**src/inc/cc_params.svh**
```systemverilog
// Offsets, field positions and reset values of the capture/compare module
`ifndef CC_PARAMS_SVH
`define CC_PARAMS_SVH

// Register byte offsets
`define OFS_MODE          8'h00
`define OFS_CMP_LOW       8'h04
`define OFS_CMP_HIGH      8'h08
`define OFS_CONTROL       8'h0C
`define OFS_COUNT         8'h10
`define OFS_COUNTER_MODE  8'h14
`define OFS_FUNCTION      8'h18

// Mode register field positions
`define BIT_INT_EN        0
`define BIT_PWM           1
`define BIT_TOGGLE        2
`define BIT_MATCH         3
`define BIT_FALL          4
`define BIT_RISE          5
`define BIT_CMP_EN        6

// Control and counter mode field positions
`define BIT_EVENT_FLAG    0
`define BIT_RUN           6
`define BIT_WDT_EN        6

// Reset values
`define RST_MODE          7'h00
`define RST_CAPTURE       8'h00
`define RST_COUNT         16'h0000
`define RST_PIN           1'b0

// Bus responses
`define RESP_OKAY         2'h0
`define RESP_SLVERR       2'h2

`endif

```
**src/inc/cc_pkg.sv**
```systemverilog
// Types shared by the capture/compare module files
package cc_pkg;

  typedef logic [15:0] count_type;

  typedef enum logic [2:0] {
    FN_NONE,
    FN_CAPTURE,
    FN_TIMER,
    FN_HIGH_SPEED,
    FN_PWM,
    FN_WATCHDOG
  } function_type;

endpackage

```
**src/inc/pin_edge_if.sv**
```systemverilog
// Edge events of the synchronised module pin
`timescale 1ns/1ps
`default_nettype none
interface pin_edge_if;
  logic rise;
  logic fall;
  logic level;
  modport source (output rise, output fall, output level);
  modport sink   (input rise, input fall, input level);
endinterface
`default_nettype wire

```
**src/hdl/pin_edge_detect.sv**
```systemverilog
// Two-stage pin synchroniser and edge detector
`timescale 1ns/1ps
`default_nettype none
module pin_edge_detect (
  // Clock and reset
  input  wire logic      clk,
  input  wire logic      reset_n,
  // Raw pin level
  input  wire logic      pin_in,
  // Edge events
  pin_edge_if.source     ev
);
  logic       sync_first;
  logic       sync_second;
  logic       prev;
  logic [2:0] settled;

  // Settle counter hides the reset value so no false edge is seen
  always_ff @(posedge clk or negedge reset_n) begin
    if (!reset_n) begin
      sync_first  <= 1'b0;
      sync_second <= 1'b0;
      prev        <= 1'b0;
      settled     <= 3'h0;
    end else begin
      sync_first  <= pin_in;
      sync_second <= sync_first;
      prev        <= sync_second;
      settled     <= {settled[1:0], 1'b1};
    end
  end

  // Edge decode from the second stage only
  assign ev.rise  = settled[2] & sync_second & ~prev;
  assign ev.fall  = settled[2] & ~sync_second & prev;
  assign ev.level = sync_second;
endmodule
`default_nettype wire

```
**src/hdl/capture_compare_module.sv**
```systemverilog
// Capture/compare module with shared count base behind AXI4-Lite
`timescale 1ns/1ps
`default_nettype none
`include "cc_params.svh"
module capture_compare_module
  import cc_pkg::*;
#(
  parameter int MODULE_INDEX = 4,
  parameter int ADDR_WIDTH   = 8
) (
  // Clock and reset
  input  wire logic                  clk,
  input  wire logic                  reset_n,
  // AXI4-Lite write address and data
  input  wire logic [ADDR_WIDTH-1:0] s_axi_awaddr,
  input  wire logic                  s_axi_awvalid,
  output logic                       s_axi_awready,
  input  wire logic [31:0]           s_axi_wdata,
  input  wire logic [3:0]            s_axi_wstrb,
  input  wire logic                  s_axi_wvalid,
  output logic                       s_axi_wready,
  // AXI4-Lite write response
  output logic [1:0]                 s_axi_bresp,
  output logic                       s_axi_bvalid,
  input  wire logic                  s_axi_bready,
  // AXI4-Lite read
  input  wire logic [ADDR_WIDTH-1:0] s_axi_araddr,
  input  wire logic                  s_axi_arvalid,
  output logic                       s_axi_arready,
  output logic [31:0]                s_axi_rdata,
  output logic [1:0]                 s_axi_rresp,
  output logic                       s_axi_rvalid,
  input  wire logic                  s_axi_rready,
  // Module pin
  input  wire logic                  module_pin_in,
  output logic                       module_pin_out,
  output logic                       module_pin_oe,
  // Events to the system
  output logic                       interrupt_request,
  output logic                       watchdog_reset
);
  localparam bit IS_WATCHDOG = (MODULE_INDEX == 4);

  pin_edge_if ev ();

  pin_edge_detect u_pin_edge (
    .clk     (clk),
    .reset_n (reset_n),
    .pin_in  (module_pin_in),
    .ev      (ev)
  );

  // Bus side state
  logic                  aw_held;
  logic [ADDR_WIDTH-1:0] aw_addr;
  logic                  w_held;
  logic [31:0]           w_data;
  logic [3:0]            w_strb;
  // Block state
  logic [6:0]            mode;
  logic [7:0]            capture_low;
  logic [7:0]            capture_high;
  count_type             count;
  logic                  count_fresh;
  logic                  run;
  logic                  wdt_en;
  logic                  armed;
  logic                  event_flag;
  logic                  pin_level;

  // Write decode: both address and data must be held
  logic do_write;
  logic wr_hit;
  logic wr_mode;
  logic wr_low;
  logic wr_high;
  logic wr_control;
  logic wr_count_lo;
  logic wr_count_hi;
  logic wr_counter_mode_register;
  assign do_write    = aw_held & w_held & ~s_axi_bvalid;
  assign wr_mode     = do_write & (aw_addr == `OFS_MODE) & w_strb[0];
  assign wr_low      = do_write & (aw_addr == `OFS_CMP_LOW) & w_strb[0];
  assign wr_high     = do_write & (aw_addr == `OFS_CMP_HIGH) & w_strb[0];
  assign wr_control  = do_write & (aw_addr == `OFS_CONTROL) & w_strb[0];
  assign wr_count_lo = do_write & (aw_addr == `OFS_COUNT) & w_strb[0];
  assign wr_count_hi = do_write & (aw_addr == `OFS_COUNT) & w_strb[1];
  assign wr_counter_mode_register     = do_write & (aw_addr == `OFS_COUNTER_MODE) & w_strb[0];
  assign wr_hit      = (aw_addr == `OFS_MODE) | (aw_addr == `OFS_CMP_LOW)
                     | (aw_addr == `OFS_CMP_HIGH) | (aw_addr == `OFS_CONTROL)
                     | (aw_addr == `OFS_COUNT) | (aw_addr == `OFS_COUNTER_MODE);

  // Mode fields
  logic cmp_en;
  logic rise_en;
  logic fall_en;
  logic match_en;
  logic tog_en;
  logic pwm_en;
  logic int_en;
  assign int_en   = mode[`BIT_INT_EN];
  assign pwm_en   = mode[`BIT_PWM];
  assign tog_en   = mode[`BIT_TOGGLE];
  assign match_en = mode[`BIT_MATCH];
  assign fall_en  = mode[`BIT_FALL];
  assign rise_en  = mode[`BIT_RISE];
  assign cmp_en   = mode[`BIT_CMP_EN];

  // Function decode and event detection
  logic         pwm_mode;
  logic         match_hit;
  logic         capture_hit;
  logic         flag_clear;
  logic         pwm_reload;
  logic         pwm_level;
  function_type func;
  assign pwm_mode    = cmp_en & pwm_en & ~match_en & ~tog_en;
  assign match_hit   = cmp_en & match_en & armed & count_fresh
                     & (count == {capture_high, capture_low});
  assign capture_hit = (rise_en & ev.rise) | (fall_en & ev.fall);
  assign flag_clear  = wr_control & ~w_data[`BIT_EVENT_FLAG];
  assign pwm_reload  = pwm_mode & run & (count[7:0] == 8'hFF);
  assign pwm_level   = (count[7:0] >= capture_low);
  assign func = pwm_mode ? FN_PWM
              : (cmp_en & match_en & IS_WATCHDOG & wdt_en) ? FN_WATCHDOG
              : (cmp_en & match_en & tog_en) ? FN_HIGH_SPEED
              : (cmp_en & match_en) ? FN_TIMER
              : (rise_en | fall_en) ? FN_CAPTURE : FN_NONE;

  // Write channel capture; either channel may arrive first
  assign s_axi_awready = ~aw_held & ~s_axi_bvalid;
  assign s_axi_wready  = ~w_held & ~s_axi_bvalid;
  always_ff @(posedge clk or negedge reset_n) begin
    if (!reset_n) begin
      aw_held      <= 1'b0;
      aw_addr      <= '0;
      w_held       <= 1'b0;
      w_data       <= 32'h0000_0000;
      w_strb       <= 4'h0;
      s_axi_bvalid <= 1'b0;
      s_axi_bresp  <= `RESP_OKAY;
    end else begin
      if (s_axi_awvalid & s_axi_awready) begin
        aw_held <= 1'b1;
        aw_addr <= s_axi_awaddr;
      end
      if (s_axi_wvalid & s_axi_wready) begin
        w_held <= 1'b1;
        w_data <= s_axi_wdata;
        w_strb <= s_axi_wstrb;
      end
      if (do_write) begin
        aw_held      <= 1'b0;
        w_held       <= 1'b0;
        s_axi_bvalid <= 1'b1;
        s_axi_bresp  <= wr_hit ? `RESP_OKAY : `RESP_SLVERR;
      end else if (s_axi_bready) begin
        s_axi_bvalid <= 1'b0;
      end
    end
  end

  // Read mux; the reserved mode bit reads as zero
  logic [31:0] rd_word;
  logic        rd_hit;
  assign rd_hit = (s_axi_araddr == `OFS_MODE) | (s_axi_araddr == `OFS_CMP_LOW)
                | (s_axi_araddr == `OFS_CMP_HIGH) | (s_axi_araddr == `OFS_CONTROL)
                | (s_axi_araddr == `OFS_COUNT) | (s_axi_araddr == `OFS_COUNTER_MODE)
                | (s_axi_araddr == `OFS_FUNCTION);
  assign rd_word =
      (s_axi_araddr == `OFS_MODE)    ? {25'h0, mode} :
      (s_axi_araddr == `OFS_CMP_LOW)  ? {24'h0, capture_low} :
      (s_axi_araddr == `OFS_CMP_HIGH) ? {24'h0, capture_high} :
      (s_axi_araddr == `OFS_CONTROL)  ? {25'h0, run, 5'h00, event_flag} :
      (s_axi_araddr == `OFS_COUNT)    ? {16'h0, count} :
      (s_axi_araddr == `OFS_COUNTER_MODE) ? {25'h0, wdt_en, 6'h00} :
      (s_axi_araddr == `OFS_FUNCTION) ? {29'h0, func} : 32'h0000_0000;

  // Read channel: one read under way, answered the next cycle
  assign s_axi_arready = ~s_axi_rvalid;
  always_ff @(posedge clk or negedge reset_n) begin
    if (!reset_n) begin
      s_axi_rvalid <= 1'b0;
      s_axi_rdata  <= 32'h0000_0000;
      s_axi_rresp  <= `RESP_OKAY;
    end else if (s_axi_arvalid & s_axi_arready) begin
      s_axi_rvalid <= 1'b1;
      s_axi_rdata  <= rd_word;
      s_axi_rresp  <= rd_hit ? `RESP_OKAY : `RESP_SLVERR;
    end else if (s_axi_rready) begin
      s_axi_rvalid <= 1'b0;
    end
  end

  // Configuration registers
  always_ff @(posedge clk or negedge reset_n) begin
    if (!reset_n) begin
      mode   <= `RST_MODE;
      run    <= 1'b0;
      wdt_en <= 1'b0;
    end else begin
      if (wr_mode)    mode   <= w_data[6:0];
      if (wr_control) run    <= w_data[`BIT_RUN];
      if (wr_counter_mode_register)    wdt_en <= w_data[`BIT_WDT_EN];
    end
  end

  // Free-running count base; fresh marks a new value to compare
  always_ff @(posedge clk or negedge reset_n) begin
    if (!reset_n) begin
      count       <= `RST_COUNT;
      count_fresh <= 1'b0;
    end else begin
      if (wr_count_lo | wr_count_hi) begin
        if (wr_count_lo) count[7:0]  <= w_data[7:0];
        if (wr_count_hi) count[15:8] <= w_data[15:8];
      end else if (run) begin
        count <= count + 16'h0001;  // Wraps, so an unchanged compare hits again
      end
      count_fresh <= run | wr_count_lo | wr_count_hi;
    end
  end

  // Capture/compare registers; capture wins over a software write
  always_ff @(posedge clk or negedge reset_n) begin
    if (!reset_n) begin
      capture_low  <= `RST_CAPTURE;
      capture_high <= `RST_CAPTURE;
    end else if (capture_hit) begin
      {capture_high, capture_low} <= count;
    end else begin
      if (wr_low) capture_low <= w_data[7:0];
      else if (pwm_reload) capture_low <= capture_high;
      if (wr_high) capture_high <= w_data[7:0];
    end
  end

  // Comparator suspend while a new compare value goes in
  always_ff @(posedge clk or negedge reset_n) begin
    if (!reset_n) begin
      armed <= 1'b1;
    end else if (wr_high) begin
      armed <= 1'b1;
    end else if (wr_low) begin
      armed <= 1'b0;
    end
  end

  // Event flag: a set in the clearing cycle still wins
  always_ff @(posedge clk or negedge reset_n) begin
    if (!reset_n) begin
      event_flag <= 1'b0;
    end else begin
      event_flag <= (event_flag & ~flag_clear) | match_hit | capture_hit;
    end
  end

  // Pin driver: toggles in hardware, no software latency involved
  always_ff @(posedge clk or negedge reset_n) begin
    if (!reset_n) begin
      pin_level <= `RST_PIN;
    end else if (pwm_mode) begin
      pin_level <= pwm_level;
    end else if (match_hit & tog_en) begin
      pin_level <= ~pin_level;
    end
  end

  // Watchdog reset pulse, only on the watchdog-capable copy
  always_ff @(posedge clk or negedge reset_n) begin
    if (!reset_n) begin
      watchdog_reset <= 1'b0;
    end else begin
      watchdog_reset <= IS_WATCHDOG & wdt_en & match_hit;
    end
  end

  // Pin is driven whenever the toggle bit is set or the PWM function owns it
  assign module_pin_out    = pin_level;
  assign module_pin_oe     = tog_en | pwm_mode;
  assign interrupt_request = event_flag & int_en;
endmodule
`default_nettype wire

```
**config.mk**
```make
export PLATFORM = sky130hd
export DESIGN_NAME = capture_compare_module
export DESIGN_NICKNAME = d
export VERILOG_FILES = /design/src/inc/cc_pkg.sv /design/src/inc/pin_edge_if.sv /design/src/hdl/pin_edge_detect.sv /design/src/hdl/capture_compare_module.sv
export VERILOG_INCLUDE_DIRS = /design/src /design/src/inc
export SDC_FILE = /design/constraint.sdc
export NUM_CORES = 1
export LEC_CHECK = 0
export ABC_AREA = 0
export BUFFER_PORTS_ARGS = -buffer_cell sky130_fd_sc_hd__clkbuf_2
export CORE_ASPECT_RATIO = 0.9
export CORE_UTILIZATION = 45
export CTS_BUF_LIST = sky130_fd_sc_hd__clkbuf_2 sky130_fd_sc_hd__clkbuf_4 sky130_fd_sc_hd__clkbuf_8
export CTS_CLUSTER_SIZE = 25
export DETAILED_ROUTE_END_ITERATION = 8
export GPL_TIMING_DRIVEN = 0
export PLACE_DENSITY = 0.67
export RECOVER_POWER = 50
export SYNTH_ARGS = -nofsm -noshare
export SYNTH_HDL_FRONTEND = slang
export SYNTH_SLANG_ARGS = --single-unit
```
**constraint.sdc**
```tcl
create_clock -name clk -period 4.07 [get_ports clk]
set_input_delay 0.814 -clock clk [delete_from_list [all_inputs] [get_ports clk]]
set_output_delay 0.814 -clock clk [all_outputs]
set_load 0.005 [all_outputs]
```
* Word level (Yosys, flattened, before mapping)
Index checks and enable logic that the tools add are counted.
** Storage, ports and cells
- Register bits after elaboration :: 118
- Output and inout bits :: 45
- Word-level logic and storage cells :: 163
** Operators by class
- Add/sub/neg operators :: 1
- Order comparisons :: 1
- Equal/unequal tests :: 15
- Muxes and demuxes :: 35
- Bitwise logic cells :: 72
- Reduce and logical (&&, ||, !) cells :: 13
** Operators with widths (count)
- two-way mux 16 bit :: 7
- two-way mux 8 bit :: 7
- AND 1 bit :: 42
- == test 8 x 5 -> 1 bit (second input constant) :: 5
- == test 8 x 4 -> 1 bit (second input constant) :: 4
- OR 1 bit :: 19
- adder 16 x 1 -> 16 bit (second input constant) :: 1
- == test 16 bit :: 1
- == test 8 x 3 -> 1 bit (second input constant) :: 2
- zero test 8 bit :: 2
- nonzero test 2 bit :: 8
- two-way mux 1 bit :: 13
- inverter 1 bit :: 11
- two-way mux 3 bit :: 3
- == test 8 bit (second input constant) :: 1
- >= comparator 8 bit :: 1
- two-way mux 2 bit :: 4
- two-way mux 7 bit :: 1
- != test 2 bit (second input constant) :: 2
- AND reduction 2 bit :: 2
- nonzero test 3 bit :: 1

* Logic depth before layout (Yosys ltp)
- Depth in word-level cells :: 13
- Mapped depth :: 7

* Modules after synthesis
Synthesis repeated with hierarchy kept, for this count alone.
** Unflattened totals
- Cell total of the unflattened synthesis :: 515
- Area, all modules :: 5218.8 µm²
** By module, submodules not included
- capture_compare_module :: times used 1, cells each 506, area each 5047.3 µm², seq. area each 2353.5 µm²
- pin_edge_detect :: times used 1, cells each 9, area each 171.4 µm², seq. area each 150.1 µm²

* Least setup slack after synthesis
Ideal clock, no wire load.
- Path type :: input -> register
- Start point :: in s_axi_araddr[5]
- End point :: reg s_axi_rdata[4]
- Arrival time :: 2.148 ns
- Slack :: 1.827 ns
- Stages on the path :: 5
- Path through :: or3_1 or3_1 nor3_1 a21oi_1 o31ai_1
** On the way
- Longest elaborated chain between the ends :: 6
** Ends and longest elaborated chain
- from (decl) :: line capture_compare_module.sv:27 : input wire logic [ADDR_WIDTH-1:0] s_axi_araddr,
- == test 8 x 5 -> 1 bit (no source line)
- two-way mux 16 bit :: line capture_compare_module.sv:175 : (s_axi_araddr == `OFS_COUNT) ? {16'h0, count} :
- two-way mux 16 bit :: line capture_compare_module.sv:174 : (s_axi_araddr == `OFS_CONTROL) ? {25'h0, run, 5'h00, event_flag} :
- two-way mux 16 bit :: line capture_compare_module.sv:173 : (s_axi_araddr == `OFS_CMP_HIGH) ? {24'h0, capture_high} :
- two-way mux 16 bit :: line capture_compare_module.sv:172 : (s_axi_araddr == `OFS_CMP_LOW) ? {24'h0, capture_low} :
- two-way mux 16 bit * :: line capture_compare_module.sv:171 : (s_axi_araddr == `OFS_MODE) ? {25'h0, mode} :
- to (signal assigned) :: line capture_compare_module.sv:188 : s_axi_rdata <= rd_word;
- to (decl) :: line capture_compare_module.sv:30 : output logic [31:0] s_axi_rdata,
Every way passes the cells marked *; elsewhere a longest branch is shown, timed or not.
A chain may end at the register's enable or synchronous reset.

* Final worst setup path
- Start point :: reg aw_addr[0]
- End point :: reg capture_low[3]
** On the way
- Longest elaborated chain between the ends :: 5
** Ends and longest elaborated chain
- from (decl) :: line capture_compare_module.sv:55 : logic [ADDR_WIDTH-1:0] aw_addr;
- from (signal assigned) :: line capture_compare_module.sv:145 : aw_addr <= s_axi_awaddr;
- == test 8 x 3 -> 1 bit (no source line) *
- AND 1 bit * (2 in series) :: line capture_compare_module.sv:83 : assign wr_low = do_write & (aw_addr == `OFS_CMP_LOW) & w_strb[0];
- two-way mux 8 bit :: line capture_compare_module.sv:232 : if (wr_low) capture_low <= w_data[7:0];
- two-way mux 8 bit :: line capture_compare_module.sv:229 : end else if (capture_hit) begin
- to (signal assigned) :: line capture_compare_module.sv:230 : {capture_high, capture_low} <= count;
- to (signal assigned) :: line capture_compare_module.sv:232
- to (signal assigned) :: line capture_compare_module.sv:233 : else if (pwm_reload) capture_low <= capture_high;
- to (decl) :: line capture_compare_module.sv:61 : logic [7:0] capture_low;
Marked as above.

==> impl_metrics.csv <==
group,metric,value,unit
outcome,status,"complete, but fails checks",
outcome,violations,"capacitance limit, slew limit",
cells_and_area,drive_gt1_frac,0.232,
logic_synthesis,netlist_area,0.00537,mm2
cts,clk_latency,0.37,ns
logic_synthesis,synthTopCellsByArea,"dfrtp_1, mux2_2, o21ai_0, a21oi_1, nand2_1",
cts,clk_root_buffer_cell,"clkbuf_8",
worst_setup_path,critical_path.cell_chain,"nor4_1 -> nand3_4 -> nor4b_2 -> a211oi_1 -> o21ai_0",
logic_synthesis,synth-seq-cells,100,
power,p_per_area,468,mW/mm2
worst_setup_path,cp_slowest_cell,"nor4_1",
cts,cts.sinks,100,
timing,fmax,0.324,GHz
timing,final.setup_skew,0.00647,ns
cts,cts.repair.resized,0,
worst_setup_path,criticalPathCategory,"reg2reg",
routing,first_pass_iters,5,
floorplan,num_rows,37,
routing,drcViolationCount,0,
routing,wirelength,14500,um
power,power.switching,0.982,mW
floorplan,start_util,0.466,
cts,cts.path.max_buffers,2,
logic_synthesis,yosysMostFrequentCell,"dfrtp_1",
floorplan,dieArea,0.0124,mm2
timing,slew_viol_final,49,
cells_and_area,fillCellCount,1057,
routing,drt_iter0_markers,375,
timing,slew_headroom,-0.832,
worst_setup_path,critPathMaxStageDelay,1.09,ns
timing,rsz0062_at_grt,"no",
routing,ant_nets,0,
logic_synthesis,synthTopCellsByCount,"dfrtp_1, nand2_1, o21ai_0",
cts,holdBufCountCts,0,
cts,cts_tree,"done",
logic_synthesis,yosysSeqAreaShare,0.466,
logic_synthesis,synth_top_cell_by_area,"dfrtp_1",
floorplan,dieWidth,117,um
global_route,grt_overflow_total,0,
cells_and_area,antenna_cells,0,
power,p_int,1.92,mW
floorplan,coreArea,0.0115,mm2
timing,setup_violations,0,
cts,post_cts_buffers,0,
timing,fin_crit,3.09,ns
timing,worst_pin_slew,2.75,ns
worst_hold_path,hp-class,"reg2reg",
timing,fin_setup_tns,0,ns
global_route,grt_pass1_vias,4341,
logic_synthesis,synth.avg_cell_area,9.86,um2
power,switching_share,0.339,
cells_and_area,seqCellArea,0.00250,mm2
routing,vias,4579,
worst_setup_path,required,4.34,ns
worst_setup_path,path_max_fanout,8,
place,gp_congestion,0.931,
floorplan,fp.dieH,106,um
run,max_cap_viol_count,1,
global_route,grt_pass1_wl,23400,um
cells_and_area,area_growth,15.3,%
routing,post_drt_wl_per_cell,18.1,um
power,combPwrFrac,0.257,
cells_and_area,fin_nets,710,
power,pwr-share-clk,0.240,
worst_setup_path,end_kind,"register",
cts,numCtsBuffers,9,
worst_setup_path,crit_buf_inv,0,
worst_setup_path,start_kind,"register",
logic_synthesis,yosysWarnings,0,
logic_synthesis,synth.top_cell.area_share,0.461,
logic_synthesis,syn-instance-count,545,
power,p_leak,2.93,nW
worst_setup_path,worstPathArrival,3.36,ns
worst_setup_path,cpLargestDelayFamily,"simple AND/OR/NAND/NOR gates",
floorplan,top_level_ports,105,
cts,ctsHtreeMaxLevel,3,
timing,hold_violations,0,
logic_synthesis,synthDistinctLibCells,61,
logic_synthesis,synthArstFlopShare,1.00,
global_route,antenna_found_initial,0,
place,dp_hpwl,10900,um
logic_synthesis,synth_edf_count,0,
power,seqPwrFrac,0.503,
cells_and_area,multi_input_area,0.00257,mm2
cells_and_area,post-route-util,0.537,
routing,via_per_inst,5.71,
global_route,track_usage,0.251,
global_route,grt_max_degree,53,
cts,cts.reportedPaths.clkPinSlew,0.10,ns
power,vdd_drop_max,0.266,mV
timing,period_share,0.758,
place,numPortBuffers,67,
logic_synthesis,synth-main-ff-cell,"dfrtp_1",
==> layout by cell type (no fill, tap or decap), types with 5 or more instances in the layout <==
cell type	instances
a211oi_1	9
a21o_1	6
a21oi_1	36
a22o_1	10
a31oi_1	6
and2_1	11
and3_1	5
buf_4	18
clkbuf_1	25
clkbuf_2	68
clkbuf_8	12
conb_1	19
dfrtp_1	99
ha_1	9
inv_1	21
mux2_2	35
mux2i_1	11
nand2_1	48
nand3_1	14
nand4_1	14
nor2_1	20
nor2b_1	6
nor3_1	11
nor4_1	5
o21ai_0	42
o21ai_1	9
o22ai_1	5
xor2_1	8
==> metrics by stage <==
stage	power, mW	hold WS [ns]	instances	setup slack, ns	instance area (um2)
6_report	2.90	0.349	802	0.984	6190
5_1_grt	3.07	0.369	802	0.671	6190
4_1_cts	2.94	0.353	802	1.47	6210
3_5_place_dp	2.23	0.336	786	1.24	6000
3_3_place_gp	2.20	0.332	785	0.887	5970
2_1_floorplan	1.94	0.331	562	1.83	5440
==> registers in the layout, summed over array words and instances (netlist names), 2 cells and up <==
name                count
capture_low             8
u_pin_edge.settled      3
count                  16
s_axi_rdata            16
aw_addr                 8
w_strb                  2
capture_high            8
w_data                 16
mode                    7
==> final cells by class <==
class,instances,share of cell area
multi-input cells,392,0.415
flip-flops and latches,100,0.404
repair buffers,68,0.0584
plain buffers,49,0.0430
well taps,156,0.0315
clock buffers,12,0.0267
inverters,21,0.0127
clock inverters,4,0.00848
==> power by group through the flow <==
stage | logic, mW | clock network, mW | registers, mW
finish | 0.744 | 0.696 | 1.46
global route | 0.834 | 0.750 | 1.49
CTS | 0.753 | 0.715 | 1.47
detailed placement | 0.749 | 0 | 1.48
global placement | 0.722 | 0 | 1.48
floorplan | 0.559 | 0 | 1.38
==> metal layers <==
layer	up-vias	wire length (um)	track usage
li1	2132	-	-
met1	2262	6870	0.370
met2	160	6580	0.371
met3	25	767	0.0529
met4	0	263	0.0633
met5	-	0	0
==> path summary, 6_finish.rpt <==
check                                      startpoint  cells after the start  slack [ns]                  end
worst min register to register  u_pin_edge.sync_first                      0        0.35  u_pin_edge.ev.level
max in group asynchronous                     reset_n                      1        1.21             count[7]
min in group asynchronous                     reset_n                      1        1.31       s_axi_rdata[1]
worst max register to register             aw_addr[0]                      5        0.98       capture_low[3]
worst max-delay path                       aw_addr[0]                      5        0.98       capture_low[3]
worst min-delay path            u_pin_edge.sync_first                      0        0.35  u_pin_edge.ev.level
==> cells by family after synthesis <==
family                     Yosys count  share of synthesized area
DFF                                100                      0.466
buffers and inverters               70                     0.0643
xor gates and xnor gates             8                     0.0130
adders and majority gates            9                     0.0210
other                                2                    0.00140
and+or+nand+nor                    160                      0.167
muxes                               46                     0.0939
AOI/OAI and AO/OA                  150                      0.173
(Power assumes the default switching activity.)
